$ cat src/logic/store_exec_defs.svh
// Constants for the multi-register and word store execution unit.
// Assumes inclusion by the package and the testbench only.
`ifndef STORE_EXEC_DEFS_SVH
`define STORE_EXEC_DEFS_SVH
// Register byte offsets
`define OFF_CTRL    12'h000
`define OFF_STAT    12'h004
`define OFF_SPLIM   12'h008
// Control bits and reset value
`define CTRL_MAIN   0
`define CTRL_NOP    1
`define CTRL_LIMEN  2
`define CTRL_RST    3'h1
// Status bits
`define STAT_BUSY   0
`define STAT_FAULT  1
`define STAT_UNDEF  2
// Register numbers and word size
`define SP_NUM      4'hd
`define PC_NUM      4'hf
`define WORD_BYTES  32'h0000_0004
// Opcode patterns
`define OP_STM16    5'h18
`define OP_PUSH16   7'h5a
`define OP_STR1     5'h0c
`define OP_STR2     5'h12
`define OP_STM32    11'h744
`define OP_STMDB32  11'h748
`define OP_STR3     12'hf8c
`endif

$ cat src/logic/store_exec_pkg.sv
// Types shared by the store execution unit.
// Assumes store_exec_defs.svh is on the include path.
package store_exec_pkg;
  `include "store_exec_defs.svh"
  // Store family of the accepted instruction
  typedef enum logic [1:0] {KIND_ASC, KIND_DESC, KIND_WORD} kind_t;
  // Execution sequencer states
  typedef enum logic [1:0] {ST_IDLE, ST_LOAD, ST_PUSH, ST_WB} state_t;
endpackage

$ cat src/logic/store_exec.sv
// Execution unit for multi-register stores and immediate word stores.
// Assumes a combinational register read port, a word memory write port
// held until memReady, and an APB master for its control registers.
// Contract
// - Ascending end equals base plus four per register
// - Ascending limit check gates all stores
// - Ascending register order, word writes, step four
// - Short ascending non-lowest base stores unknown
// - Ascending writeback through checked stack update
// - Descending starts base minus four per register
// - Descending stack stores each checked against limit
// - Descending writeback is base minus four per register
// - Wide descending mask built from link bit
// - Wide descending base fifteen or few registers unpredictable
// - Wide descending undefined without main extension
// - Writeback base in mask: chosen outcome
// - Single register wide store: chosen outcome
// - Empty mask: undefined or no-operation
// - Short push fixes stack base, writeback
// - Short word store scaled five-bit offset
// - Stack-relative word store scaled byte offset
// - Wide lists hold registers zero to twelve plus link
// - Update flag selects base writeback
// - Wide word store base fifteen undefined
`timescale 1ns/100ps
`default_nettype none
module store_exec
  import store_exec_pkg::*;
#(
  parameter logic [31:0] UNKNOWN_WORD = 32'h0000_0000  // Value for unknown base
) (
  input  wire logic        ref_clk,
  input  wire logic        nrst,
  input  wire logic        psel,
  input  wire logic        penable,
  input  wire logic        pwrite,
  input  wire logic [11:0] paddr,
  input  wire logic [31:0] pwdata,
  output logic      [31:0] prdata,
  output logic             pready,
  output logic             pslverr,
  input  wire logic        issueValid,
  output logic             issueReady,
  input  wire logic [31:0] instr,
  input  wire logic        instrIs32,
  input  wire logic        condPass,
  output logic      [3:0]  regRdAddr,
  input  wire logic [31:0] regRdData,
  output logic             memValid,
  output logic      [31:0] memAddr,
  output logic      [31:0] memData,
  input  wire logic        memReady,
  output logic             wbValid,
  output logic      [3:0]  wbReg,
  output logic      [31:0] wbData,
  output logic             limitFault,
  output logic             undefInstr,
  output logic             instrDone
);
  import store_exec_pkg::*;

  // ****************************************
  // Helpers
  // ****************************************
  // Count of set bits in a mask
  function automatic logic [4:0] popCount(input logic [15:0] m);
    logic [4:0] c;
    c = 5'h00;
    for (int i = 0; i < 16; i++) begin
      c = c + {4'h0, m[i]};
    end
    return c;
  endfunction

  // Index of lowest set bit, zero when empty
  function automatic logic [3:0] lowestBit(input logic [15:0] m);
    logic [3:0] r;
    r = 4'h0;
    for (int i = 15; i >= 0; i--) begin
      if (m[i]) begin
        r = 4'(i);
      end
    end
    return r;
  endfunction

  // ****************************************
  // APB registers
  // ****************************************
  logic [2:0]  ctrl_q,  ctrl_d;     // Main ext, nop policy, limit enable
  logic [31:0] splim_q, splim_d;    // Stack limit value
  logic        fltSt_q, fltSt_d;    // Sticky limit fault
  logic        undSt_q, undSt_d;    // Sticky undefined
  logic [31:0] rdat_q,  rdat_d;     // Read data
  logic        busy;                // Sequencer active
  logic        hit;                 // Address mapped
  logic        wrAcc;               // Write access phase

  // Answer in the access cycle, no wait states
  assign pready  = psel && penable;
  assign pslverr = pready && !hit;
  assign prdata  = rdat_q;

  // Address decode, write effects and read capture
  always_comb begin
    hit     = 1'b0;
    ctrl_d  = ctrl_q;
    splim_d = splim_q;
    fltSt_d = fltSt_q;
    undSt_d = undSt_q;
    rdat_d  = rdat_q;
    wrAcc   = psel && penable && pwrite;
    if (paddr == `OFF_CTRL) begin
      hit = 1'b1;
      if (wrAcc) begin
        ctrl_d = pwdata[2:0];
      end
    end else if (paddr == `OFF_STAT) begin
      hit = 1'b1;
      // Write one to clear
      if (wrAcc && pwdata[`STAT_FAULT]) begin
        fltSt_d = 1'b0;
      end
      if (wrAcc && pwdata[`STAT_UNDEF]) begin
        undSt_d = 1'b0;
      end
    end else if (paddr == `OFF_SPLIM) begin
      hit = 1'b1;
      if (wrAcc) begin
        splim_d = pwdata;
      end
    end
    // Hardware set wins over clear
    if (limitFault) begin
      fltSt_d = 1'b1;
    end
    if (undefInstr) begin
      undSt_d = 1'b1;
    end
    // Capture read data in the setup cycle
    if (psel && !penable) begin
      if (paddr == `OFF_CTRL) begin
        rdat_d = {29'h0, ctrl_q};
      end else if (paddr == `OFF_STAT) begin
        rdat_d = {29'h0, undSt_q, fltSt_q, busy};
      end else if (paddr == `OFF_SPLIM) begin
        rdat_d = splim_q;
      end else begin
        rdat_d = 32'h0000_0000;
      end
    end
  end

  // Register file flops
  always_ff @(posedge ref_clk or negedge nrst) begin
    if (!nrst) begin
      ctrl_q  <= `CTRL_RST;
      splim_q <= 32'h0000_0000;
      fltSt_q <= 1'b0;
      undSt_q <= 1'b0;
      rdat_q  <= 32'h0000_0000;
    end else begin
      ctrl_q  <= ctrl_d;
      splim_q <= splim_d;
      fltSt_q <= fltSt_d;
      undSt_q <= undSt_d;
      rdat_q  <= rdat_d;
    end
  end

  // ****************************************
  // Decode
  // ****************************************
  logic [15:0] hw1, hw2;            // Halfwords of the instruction
  logic        recog;               // Known store encoding
  logic        needMain;            // Needs main extension
  logic        unpred;              // Unpredictable case
  logic        dUndef;              // Answer as undefined
  logic        dNop;                // Answer as no-operation
  kind_t       dKind;               // Store family
  logic [3:0]  dBase;               // Base register
  logic [15:0] dMask;               // Register set
  logic        dWback;              // Writeback requested
  logic        dIs32;               // Wide multi-store
  logic [31:0] dImm;                // Word store offset
  logic [4:0]  dCnt;                // Registers selected

  assign hw1 = instr[31:16];
  assign hw2 = instr[15:0];

  // Field decode of all supported encodings
  always_comb begin
    recog    = 1'b1;
    needMain = 1'b0;
    unpred   = 1'b0;
    dKind    = KIND_ASC;
    dBase    = 4'h0;
    dMask    = 16'h0000;
    dWback   = 1'b0;
    dIs32    = 1'b0;
    dImm     = 32'h0000_0000;
    if (!instrIs32 && hw2[15:11] == `OP_STM16) begin
      dBase  = {1'b0, hw2[10:8]};
      dMask  = {8'h00, hw2[7:0]};
      dWback = 1'b1;
    end else if (!instrIs32 && hw2[15:9] == `OP_PUSH16) begin
      dKind  = KIND_DESC;
      dBase  = `SP_NUM;
      dMask  = {1'b0, hw2[8], 6'h00, hw2[7:0]};
      dWback = 1'b1;
    end else if (!instrIs32 && hw2[15:11] == `OP_STR1) begin
      dKind  = KIND_WORD;
      dBase  = {1'b0, hw2[5:3]};
      dMask  = 16'h0001 << hw2[2:0];
      dImm   = {25'h0, hw2[10:6], 2'b00};
    end else if (!instrIs32 && hw2[15:11] == `OP_STR2) begin
      dKind  = KIND_WORD;
      dBase  = `SP_NUM;
      dMask  = 16'h0001 << hw2[10:8];
      dImm   = {22'h0, hw2[7:0], 2'b00};
    end else if (instrIs32 && {hw1[15:6], hw1[4]} == `OP_STM32) begin
      needMain = 1'b1;
      dIs32  = 1'b1;
      dBase  = hw1[3:0];
      dMask  = {1'b0, hw2[14], 1'b0, hw2[12:0]};
      dWback = hw1[5];
    end else if (instrIs32 && {hw1[15:6], hw1[4]} == `OP_STMDB32) begin
      needMain = 1'b1;
      dIs32  = 1'b1;
      dKind  = KIND_DESC;
      dBase  = hw1[3:0];
      dMask  = {1'b0, hw2[14], 1'b0, hw2[12:0]};
      dWback = hw1[5];
    end else if (instrIs32 && hw1[15:4] == `OP_STR3) begin
      needMain = 1'b1;
      dKind  = KIND_WORD;
      dBase  = hw1[3:0];
      dMask  = 16'h0001 << hw2[15:12];
      dImm   = {20'h0, hw2[11:0]};
      recog  = hw1[3:0] != `PC_NUM;
      unpred = hw2[15:12] == `PC_NUM;
    end else begin
      recog  = 1'b0;
    end
    dCnt = popCount(dMask);
    // Empty set, or wide base of fifteen; one register runs as written
    if (dKind != KIND_WORD && dCnt == 5'h00) begin
      unpred = 1'b1;
    end
    if (dIs32 && dBase == `PC_NUM) begin
      unpred = 1'b1;
    end
    // Policy bit picks no-operation over undefined
    dNop   = recog && unpred && ctrl_q[`CTRL_NOP] && !(needMain && !ctrl_q[`CTRL_MAIN]);
    dUndef = !recog || (needMain && !ctrl_q[`CTRL_MAIN]) || (unpred && !dNop);
  end

  // ****************************************
  // Sequencer
  // ****************************************
  state_t      st_q,    st_d;       // State
  kind_t       kind_q,  kind_d;     // Family
  logic [15:0] mask_q,  mask_d;     // Registers still to store
  logic [3:0]  base_q,  base_d;     // Base register
  logic        wb_q,    wb_d;       // Writeback pending
  logic        unk_q,   unk_d;      // Base stores unknown
  logic        lim_q,   lim_d;      // Limit applies
  logic [31:0] addr_q,  addr_d;     // Current address
  logic [31:0] wbv_q,   wbv_d;      // Writeback value
  logic        mv_q,    mv_d;       // Memory write valid
  logic [31:0] ma_q,    ma_d;       // Memory address
  logic [31:0] md_q,    md_d;       // Memory data
  logic        wv_q,    wv_d;       // Writeback pulse
  logic        flt_q,   flt_d;      // Fault pulse
  logic        und_q,   und_d;      // Undefined pulse
  logic        dn_q,    dn_d;       // Done pulse
  logic [31:0] four;                // Bytes of all selected words
  logic [3:0]  cur;                 // Register being stored
  logic        limEn;               // Limit enabled

  assign issueReady = st_q == ST_IDLE;
  assign busy       = st_q != ST_IDLE;
  assign cur        = lowestBit(mask_q);
  assign regRdAddr  = (st_q == ST_IDLE) ? dBase : cur;
  assign limEn      = ctrl_q[`CTRL_LIMEN];
  assign four       = {25'h0, dCnt, 2'b00};
  assign memValid   = mv_q;
  assign memAddr    = ma_q;
  assign memData    = md_q;
  assign wbValid    = wv_q;
  assign wbReg      = base_q;
  assign wbData     = wbv_q;
  assign limitFault = flt_q;
  assign undefInstr = und_q;
  assign instrDone  = dn_q;

  // Next state of the store sequencer
  always_comb begin
    st_d   = st_q;
    kind_d = kind_q;
    mask_d = mask_q;
    base_d = base_q;
    wb_d   = wb_q;
    unk_d  = unk_q;
    lim_d  = lim_q;
    addr_d = addr_q;
    wbv_d  = wbv_q;
    mv_d   = mv_q;
    ma_d   = ma_q;
    md_d   = md_q;
    wv_d   = 1'b0;
    flt_d  = 1'b0;
    und_d  = 1'b0;
    dn_d   = 1'b0;
    case (st_q)
      ST_IDLE: begin
        if (issueValid) begin
          kind_d = dKind;
          base_d = dBase;
          wb_d   = dWback;
          mask_d = dMask;
          if (!condPass) begin
            dn_d = 1'b1;
          end else if (dUndef) begin
            und_d = 1'b1;
            dn_d  = 1'b1;
          end else if (dNop) begin
            dn_d = 1'b1;
          end else begin
            st_d = ST_LOAD;
            // Base in set with writeback stores unknown, unless lowest in a short list
            unk_d = dWback && dMask[dBase]
                    && (dIs32 || dBase != lowestBit(dMask));
            lim_d = 1'b0;
            if (dKind == KIND_ASC) begin
              addr_d = regRdData;
              wbv_d  = regRdData + four;
              lim_d  = dBase == `SP_NUM && dWback && !dMask[`SP_NUM] && limEn;
              if (lim_d && wbv_d < splim_q) begin
                mask_d = 16'h0000;
              end
            end else if (dKind == KIND_DESC) begin
              addr_d = regRdData - four;
              wbv_d  = regRdData - four;
              lim_d  = dBase == `SP_NUM && dWback && limEn;
            end else begin
              addr_d = regRdData + dImm;
              wbv_d  = regRdData;
            end
          end
        end
      end
      ST_LOAD: begin
        if (mask_q == 16'h0000) begin
          if (wb_q) begin
            st_d = ST_WB;
          end else begin
            st_d = ST_IDLE;
            dn_d = 1'b1;
          end
        end else if (kind_q == KIND_DESC && lim_q && addr_q < splim_q) begin
          mask_d = mask_q & ~(16'h0001 << cur);
        end else begin
          st_d = ST_PUSH;
          mv_d = 1'b1;
          ma_d = addr_q;
          md_d = (unk_q && cur == base_q) ? UNKNOWN_WORD : regRdData;
        end
      end
      ST_PUSH: begin
        // Hold the write until taken
        if (memReady) begin
          mv_d   = 1'b0;
          st_d   = ST_LOAD;
          mask_d = mask_q & ~(16'h0001 << cur);
          addr_d = addr_q + `WORD_BYTES;
        end
      end
      ST_WB: begin
        // Stack update checked against the limit
        if (base_q == `SP_NUM && limEn && wbv_q < splim_q) begin
          flt_d = 1'b1;
        end else begin
          wv_d = 1'b1;
        end
        dn_d = 1'b1;
        st_d = ST_IDLE;
      end
      default: begin
        st_d = ST_IDLE;
      end
    endcase
  end

  // Sequencer flops
  always_ff @(posedge ref_clk or negedge nrst) begin
    if (!nrst) begin
      st_q   <= ST_IDLE;
      kind_q <= KIND_ASC;
      mask_q <= 16'h0000;
      base_q <= 4'h0;
      wb_q   <= 1'b0;
      unk_q  <= 1'b0;
      lim_q  <= 1'b0;
      addr_q <= 32'h0000_0000;
      wbv_q  <= 32'h0000_0000;
      mv_q   <= 1'b0;
      ma_q   <= 32'h0000_0000;
      md_q   <= 32'h0000_0000;
      wv_q   <= 1'b0;
      flt_q  <= 1'b0;
      und_q  <= 1'b0;
      dn_q   <= 1'b0;
    end else begin
      st_q   <= st_d;
      kind_q <= kind_d;
      mask_q <= mask_d;
      base_q <= base_d;
      wb_q   <= wb_d;
      unk_q  <= unk_d;
      lim_q  <= lim_d;
      addr_q <= addr_d;
      wbv_q  <= wbv_d;
      mv_q   <= mv_d;
      ma_q   <= ma_d;
      md_q   <= md_d;
      wv_q   <= wv_d;
      flt_q  <= flt_d;
      und_q  <= und_d;
      dn_q   <= dn_d;
    end
  end

  // ****************************************
  // Assertions
  // ****************************************
  logic [31:0] lastA_q;             // Address of last taken write
  logic        seen_q;              // A write was taken this instruction

  // Tracks taken writes for ordering checks
  always_ff @(posedge ref_clk or negedge nrst) begin
    if (!nrst) begin
      lastA_q <= 32'h0000_0000;
      seen_q  <= 1'b0;
    end else if (issueValid && issueReady) begin
      seen_q  <= 1'b0;
    end else if (mv_q && memReady) begin
      lastA_q <= ma_q;
      seen_q  <= 1'b1;
    end
  end
endmodule // store_exec
`default_nettype wire

$ cat config.mk
export PLATFORM = sky130hd
export DESIGN_NAME = store_exec
export DESIGN_NICKNAME = d
export VERILOG_FILES = /design/src/logic/store_exec_pkg.sv /design/src/logic/store_exec.sv
export VERILOG_INCLUDE_DIRS = /design/src /design/src/logic
export SDC_FILE = /design/constraint.sdc
export NUM_CORES = 1
export LEC_CHECK = 0
export ABC_CLOCK_PERIOD_IN_PS = 4070
export BUFFER_PORTS_ARGS = -buffer_cell sky130_fd_sc_hd__buf_2
export CAP_MARGIN = 20
export CORE_ASPECT_RATIO = 0.75
export CORE_UTILIZATION = 40
export CTS_CLUSTER_SIZE = 16
export DETAILED_ROUTE_END_ITERATION = 8
export PLACE_DENSITY = 0.65
export SYNTH_ARGS = -nofsm -noshare
export SYNTH_HDL_FRONTEND = slang
export SYNTH_SLANG_ARGS = --single-unit
$ cat constraint.sdc
create_clock -name ref_clk -period 4.07 [get_ports ref_clk]
set_input_delay 0.2035 -clock ref_clk [delete_from_list [all_inputs] [get_ports ref_clk]]
set_output_delay 0.2035 -clock ref_clk [all_outputs]
set_load 0.01 [all_outputs]
==> results.txt, run 1 <==
Synth Area in XOR/XNOR = 4.253%
Critical path capture point type = flip-flop
Most frequent cells in the layout = buf_4 (303), buf_2 (255), nand2_1 (230), dfrtp_1 (228), o21ai_0 (126)
Synth area leaders = dfrtp_1 (34%), ha_1 (9.3%), nand2_1 (5.6%)
Max_slew headroom = 29.29%
Die Width = 239.3 um
DRT iter0 DRCs = 1884
Leakage = 11.92 nW
Area occupied by multi-input gates = 0.01208 mm^2
GR Util All Layers = 34.06%
CTS tree = built
First-pass GRT wire length = 111.1 mm
Syn nets = 2225
Routed Antenna Nets = 0
Total core area = 0.04116 mm^2
Largest net degree at the start of global routing = 117
Status = complete, but fails checks
Yosys cell types = 100
RSZ-0062 raised after global routing = yes
Critical path type = in -> reg
Fmax = 0.1376 GHz
Fill cells = 3569
Worst EP required = 4.54 ns
DP Area = 0.02105 mm^2
Post-Place Setup Slack = -4.113 ns
CP max stage cell = fa_2
Final worst slack = -3.196 ns
Initial antenna violation count = 2
Gate Count Post-Synth = 1970
Min Tclk post-route = 7.266 ns
Hold WS = 0.01233 ns
Setup Viol. Count Final = 84
CTS root buffer = clkbuf_16
Max Cap Viol = 0
Commonest non-fill, non-tap cell in the layout = buf_4
Largest family of logic cells by synthesized area = compound AO/OA/AOI/OAI gates
Clock sinks = 229
Vias/cell = 5.976
Worst-Skew Late Latency = 0.58 ns
Worst Hold Class = in -> reg
Worst path max stage delay = 0.60 ns
Clock tree buffer depth = 3
Routed wire length = 74.56 mm
Wire per inst = 23.75 um
I/O pin count = 261
Final hold violation count = 0
Post-DP HPWL = 55.69 mm
Reg area = 0.005732 mm^2
Final worst-path cycle share = 178.5%
Rows = 64
Sequential-to-total area share from yosys stat = 33.94%
Startpoint types = input port
GRT overflow = 0
Die Ht = 179.9 um
Via Count = 18.77k
Number of synthesized flops with an enable pin = 0
Dpl cells = 2966
Total power = 9.179 mW
Main flop type after synthesis = dfrtp_1
H-tree depth = 1
Critical-path maximum fanout = 7
Final Non-Filler Cells = 3140
Initial Util = 41.03%
Clock Skews = 0.02495 ns
Design Area, Final = 0.02472 mm^2
Final #Nets = 2816
Slew at the pin with the worst max-slew slack = 1.061 ns
GPL Wtd Cong = 0.9975
# port buffers = 260
TritonCTS Buffers = 25
Post-route DRC = 0
P&R area growth vs syn = 46.39%
Avg Inst Size Synth = 8.572 um^2
Final Slew Violations = 0
Syn. warnings = 0
Compound-cell area share of the yosys netlist = 22.52%
Die area = 0.04305 mm^2
DRT Pass-1 Iters = 5
Mapped cell area = 0.01689 mm^2
Post-synthesis simple-gate area fraction = 19.92%
Synth Area in Adders = 10.80%
Synth top area share = 33.79%
Failing checks = negative setup slack
Asr flop ratio synth = 100.0%
Total power per unit cell area = 371.3 mW/mm^2
Post-layout util = 60.06%
Setup_tns = -189.84 ns
Proportion of synthesized area in mux cells = 3.423%
Yosys reg bits = 229
Vias in the first global route = 18.07k
Max VDD drop = 363.9 uV
CP Data Arrival Time = 7.74 ns
Share of cells above drive strength 1 = 39.60%
Reg clk slew, reported paths = 0.07 ns
Top cell type by total area after synthesis = dfrtp_1
[flip-flops by register name, indices dropped and copies added (netlist names), 3 cells and up]
signal / cells
mask_q: 16
wbData: 32
memAddr: 32
splim_q: 32
memData: 32
prdata: 32
ctrl_q: 3
wbReg: 4
addr_q: 32
[per-layer routing]
metal / track usage [%] / vias to the layer above / routed length, um
met5: 0 / - / 13
met4: 9.615 / 2 / 2362
met3: 11.43 / 178 / 10400
met2: 45.90 / 1177 / 28790
met1: 50.82 / 9060 / 33000
li1: - / 8348 / -
[worst max-delay path, delay by kind of cell]
family | cells | cell delay (ns)
AOI/OAI and AO/OA | 9 | 2.00
buffers and inverters | 9 | 0.74
adders and majority gates | 8 | 3.40
and+or+nand+nor | 6 | 1.34
xor gates and xnor gates | 1 | 0.05
[cell usage after synthesis, types with 7 or more instances]
cell type  instances
nand2_1          253
dfrtp_1          228
o21ai_0          185
ha_1             125
nor2_1           123
inv_1            102
a21oi_1           98
clkbuf_1          92
nand3_1           52
xnor2_1           52
nand4_1           39
a21o_1            38
mux2_2            37
a22o_1            36
nor3_1            34
xor2_1            30
o31ai_1           25
nor2b_1           23
nor4_1            23
and3_1            22
and2_1            21
a31oi_1           18
o22ai_1           17
nand2b_1          16
a22oi_1           15
mux2i_1           15
o211ai_1          15
fa_1              13
a221oi_1          12
or2_2             11
or3_1             10
a211oi_1           9
buf_2              9
o21a_1             8
and4_1             7
o21bai_1           7
o31a_1             7
[what timing repair did]
action | 4_1_cts | 5_1_grt
pin swaps | 115 | 87
gates resized for setup | 259 | 128
cloned | 4 | 2
endpoints found under the setup margin | 84 | 84
setup buffers | 88 | 35
hold buffers | 35 | 0
endpoints found under the hold margin | 151 | 0
[power by group]
part | internal, mW | switching [mW] | total, mW
clock network | 1.37 | 1.06 | 2.43
registers | 2.73 | 0.532 | 3.26
logic | 1.53 | 1.95 | 3.49
[cell type report]
type	count	area share (%)
multi-input combinational	1525	48.85
timing repair buffer	676	20.12
antenna	1	0.01012
sequential	229	23.19
clock buffer	31	2.703
clock inverter	13	0.6934
inverter	104	1.589
tap	561	2.839
[cell families after synthesis]
kind of cell | Yosys count
buffers and inverters | 218
multiplexers | 53
flip-flops | 229
AO/OA/AOI/OAI | 571
adder cells (fa/ha/maj) | 138
AND/OR/NAND/NOR | 679
XOR/XNOR | 82
[final timing paths]
kind                                          from                endpoint  slack (ns)  cells past startpoint
max                                      instr[14]   mask_q[1]$_DFFE_PN0P_       -3.20                     33
min                                       paddr[2]     fltSt_q$_DFFE_PN0P_        0.01                      3
max reg2reg                splim_q[18]$_DFFE_PN0P_  memAddr[3]$_DFFE_PN0P_        0.63                     11
min reg2reg                 prdata[23]$_DFFE_PN0P_  prdata[23]$_DFFE_PN0P_        0.47                      2
max in group asynchronous                     nrst       unk_q$_DFFE_PN0P_        2.61                      3
min in group asynchronous                     nrst  splim_q[0]$_DFFE_PN0P_        0.29                      2
No activity file was read; power rests on OpenSTA's default activity.
==> run 2, diff against run 1 <==
--- a/config.mk
+++ b/config.mk
@@ -14,6 +14,7 @@
 export CTS_CLUSTER_SIZE = 16
 export DETAILED_ROUTE_END_ITERATION = 8
 export PLACE_DENSITY = 0.65
+export SKIP_CTS_REPAIR_TIMING = 1
 export SYNTH_ARGS = -nofsm -noshare
 export SYNTH_HDL_FRONTEND = slang
 export SYNTH_SLANG_ARGS = --single-unit
==> results.txt, run 2 (synthesis results as in run 1) <==
Top cell by count, worst path = fa_1
Initial antenna violation count = 2 (unchanged)
Hold WS = 0.005265 ns (was 0.01233 ns)
Stages on worst setup path = 37 (was 33)
Max Cap Viol = 0 (unchanged)
Die Ht = 179.9 um (unchanged)
Area occupied by multi-input gates = 0.01186 mm^2 (was 0.01208 mm^2)
Clock tree buffer depth = 3 (unchanged)
Routed Antenna Nets = 0 (unchanged)
Design Area, Final = 0.02390 mm^2 (was 0.02472 mm^2)
GRT overflow = 0 (unchanged)
I/O pin count = 261 (unchanged)
DRT Pass-1 Iters = 7 (was 5)
Fmax = 0.1370 GHz (was 0.1376 GHz)
Comb pwr share = 37.8% (was 38.0%)
Startpoint types = input port (unchanged)
Min Tclk post-route = 7.302 ns (was 7.266 ns)
Vias/cell = 5.929 (was 5.976)
Max VDD drop = 363.8 uV (was 363.9 uV)
Reg area = 0.005732 mm^2 (unchanged)
CTS root buffer = clkbuf_16 (unchanged)
Initial Util = 41.03% (unchanged)
TritonCTS Buffers = 25 (unchanged)
Via Count = 18.27k (was 18.77k)
Wire per inst = 23.60 um (was 23.75 um)
Fill cells = 3708 (was 3569)
Share of cells above drive strength 1 = 36.88% (was 39.60%)
Commonest non-fill, non-tap cell in the layout = buf_4 (unchanged)
Failing checks = negative setup slack (unchanged)
Switching power = 3.538 mW (was 3.542 mW)
Worst Hold Depth = 2 (was 3)
Worst Hold Class = in -> reg (unchanged)
DP Area = 0.02105 mm^2 (unchanged)
Status = complete, but fails checks (unchanged)
Internal power = 5.612 mW (was 5.637 mW)
Final #Nets = 2757 (was 2816)
DRT iter0 DRCs = 1842 (was 1884)
Most frequent cells in the layout = buf_4 (283), buf_2 (254), nand2_1 (238), dfrtp_1 (228), o21ai_0 (128) (was buf_4 (303), buf_2 (255), nand2_1 (230), dfrtp_1 (228), o21ai_0 (126))
Critical path type = in -> reg (unchanged)
Routed wire length = 72.70 mm (was 74.56 mm)
Net Sw Frac = 38.67% (was 38.59%)
# port buffers = 260 (unchanged)
Crit path max-delay family = adder cells (unchanged)
CP max stage cell = fa_2 (unchanged)
Total power per unit cell area = 382.8 mW/mm^2 (was 371.3 mW/mm^2)
P&R area growth vs syn = 41.54% (was 46.39%)
Clock share of power = 26.6% (was 26.5%)
Final Slew Violations = 0 (unchanged)
Post-Place Setup Slack = -4.113 ns (unchanged)
Post-DP HPWL = 55.69 mm (unchanged)
Final hold violation count = 0 (unchanged)
Rows = 64 (unchanged)
Clock sinks = 229 (unchanged)
Die Width = 239.3 um (unchanged)
Critical path capture point type = flip-flop (unchanged)
Worst path max stage delay = 0.60 ns (about the same)
CTS tree = built (unchanged)
Total core area = 0.04116 mm^2 (unchanged)
GR Util All Layers = 32.24% (was 34.06%)
Clock Skews = 0.02411 ns (was 0.02495 ns)
Setup_tns = -186.16 ns (was -189.84 ns)
GPL Wtd Cong = 0.9975 (unchanged)
Final worst slack = -3.232 ns (was -3.196 ns)
CP Data Arrival Time = 7.74 ns (about the same)
Post-route DRC = 0 (unchanged)
Crit path buf inv count = 11 (was 9)
Largest net degree at the start of global routing = 117 (unchanged)
Max_slew headroom = 31.59% (was 29.29%)
Post-layout util = 58.07% (was 60.06%)
RSZ-0062 raised after global routing = yes (unchanged)
Vias in the first global route = 17.02k (was 18.07k)
Leakage = 11.58 nW (was 11.92 nW)
Final worst-path cycle share = 179.4% (was 178.5%)
Die area = 0.04305 mm^2 (unchanged)
Slew at the pin with the worst max-slew slack = 1.026 ns (was 1.061 ns)
Worst EP required = 4.51 ns (was 4.54 ns)
Setup Viol. Count Final = 84 (unchanged)
Reg clk slew, reported paths = 0.08 ns (was 0.07 ns)
First-pass GRT wire length = 105.2 mm (was 111.1 mm)
Worst-Skew Late Latency = 0.58 ns (about the same)
Worst r2r path cells = 11 (unchanged)
H-tree depth = 1 (unchanged)
Seq pwr share = 35.6% (about the same)
Critical-path maximum fanout = 7 (unchanged)
run 2: changes by cell type in the layout (fill, tap and decap cells not counted), moves of 5 or more:
cell     previous run  this run
buf_4             303       283
o21ai_2            28        18
nand2_1           230       238
nor2_4             22        15
o21ai_1            34        42
buf_8               7         2
buf_6              66        35
nor2_2              7        12
run 2: routing by layer:
metal	global-route usage (%)	up-vias	wire, um
met5	0	-	9
met4	7.718	2	1827
met3	11.59	129	9439
met2	41.84	1033	28140
met1	49.44	8868	33280
li1	-	8235	-
run 2: stage by stage:
| step | instances | total power, mW |
|---|---|---|
| after floorplan | 1970 | 4.921 |
| after global placement | 2966 | 6.319 |
| after detailed placement | 2966 | 6.373 |
| after CTS | 3010 | 8.804 |
| after global routing | 3080 | 9.568 |
| final | 3081 | 9.150 |
run 2: final timing paths:
path / from / slack, ns / end
worst max-delay path: instr[24] / -3.23 / mask_q[6]$_DFFE_PN0P_
worst min-delay path: regRdData[31] / 0.005 / memData[31]$_DFFE_PN0P_
worst max register to register: splim_q[18]$_DFFE_PN0P_ / 0.71 / memAddr[3]$_DFFE_PN0P_
worst min register to register: prdata[30]$_DFFE_PN0P_ / 0.48 / prdata[30]$_DFFE_PN0P_
max in group asynchronous: nrst / 2.62 / memData[24]$_DFFE_PN0P_
min in group asynchronous: nrst / 0.29 / splim_q[0]$_DFFE_PN0P_
run 2: cell type report:
type	count	share of cell area, %
Antenna cell	1	0.01047
Clock buffer	31	2.796
Clock inverter	13	0.7172
Inverter	104	1.644
Multi-Input combinational cell	1524	49.61
Sequential cell	229	23.98
Tap cell	561	2.937
Timing Repair Buffer	618	18.31
run 2: power by group through the flow:
stage                     clock (mW)  sequential [mW]  combinational (mW)
after floorplan                    0             3.24                1.69
after global placement             0             3.25                3.07
after detailed placement           0             3.26                3.12
after CTS                       2.45             3.23                3.13
after global routing            2.55             3.30                3.72
final                           2.43             3.26                3.46
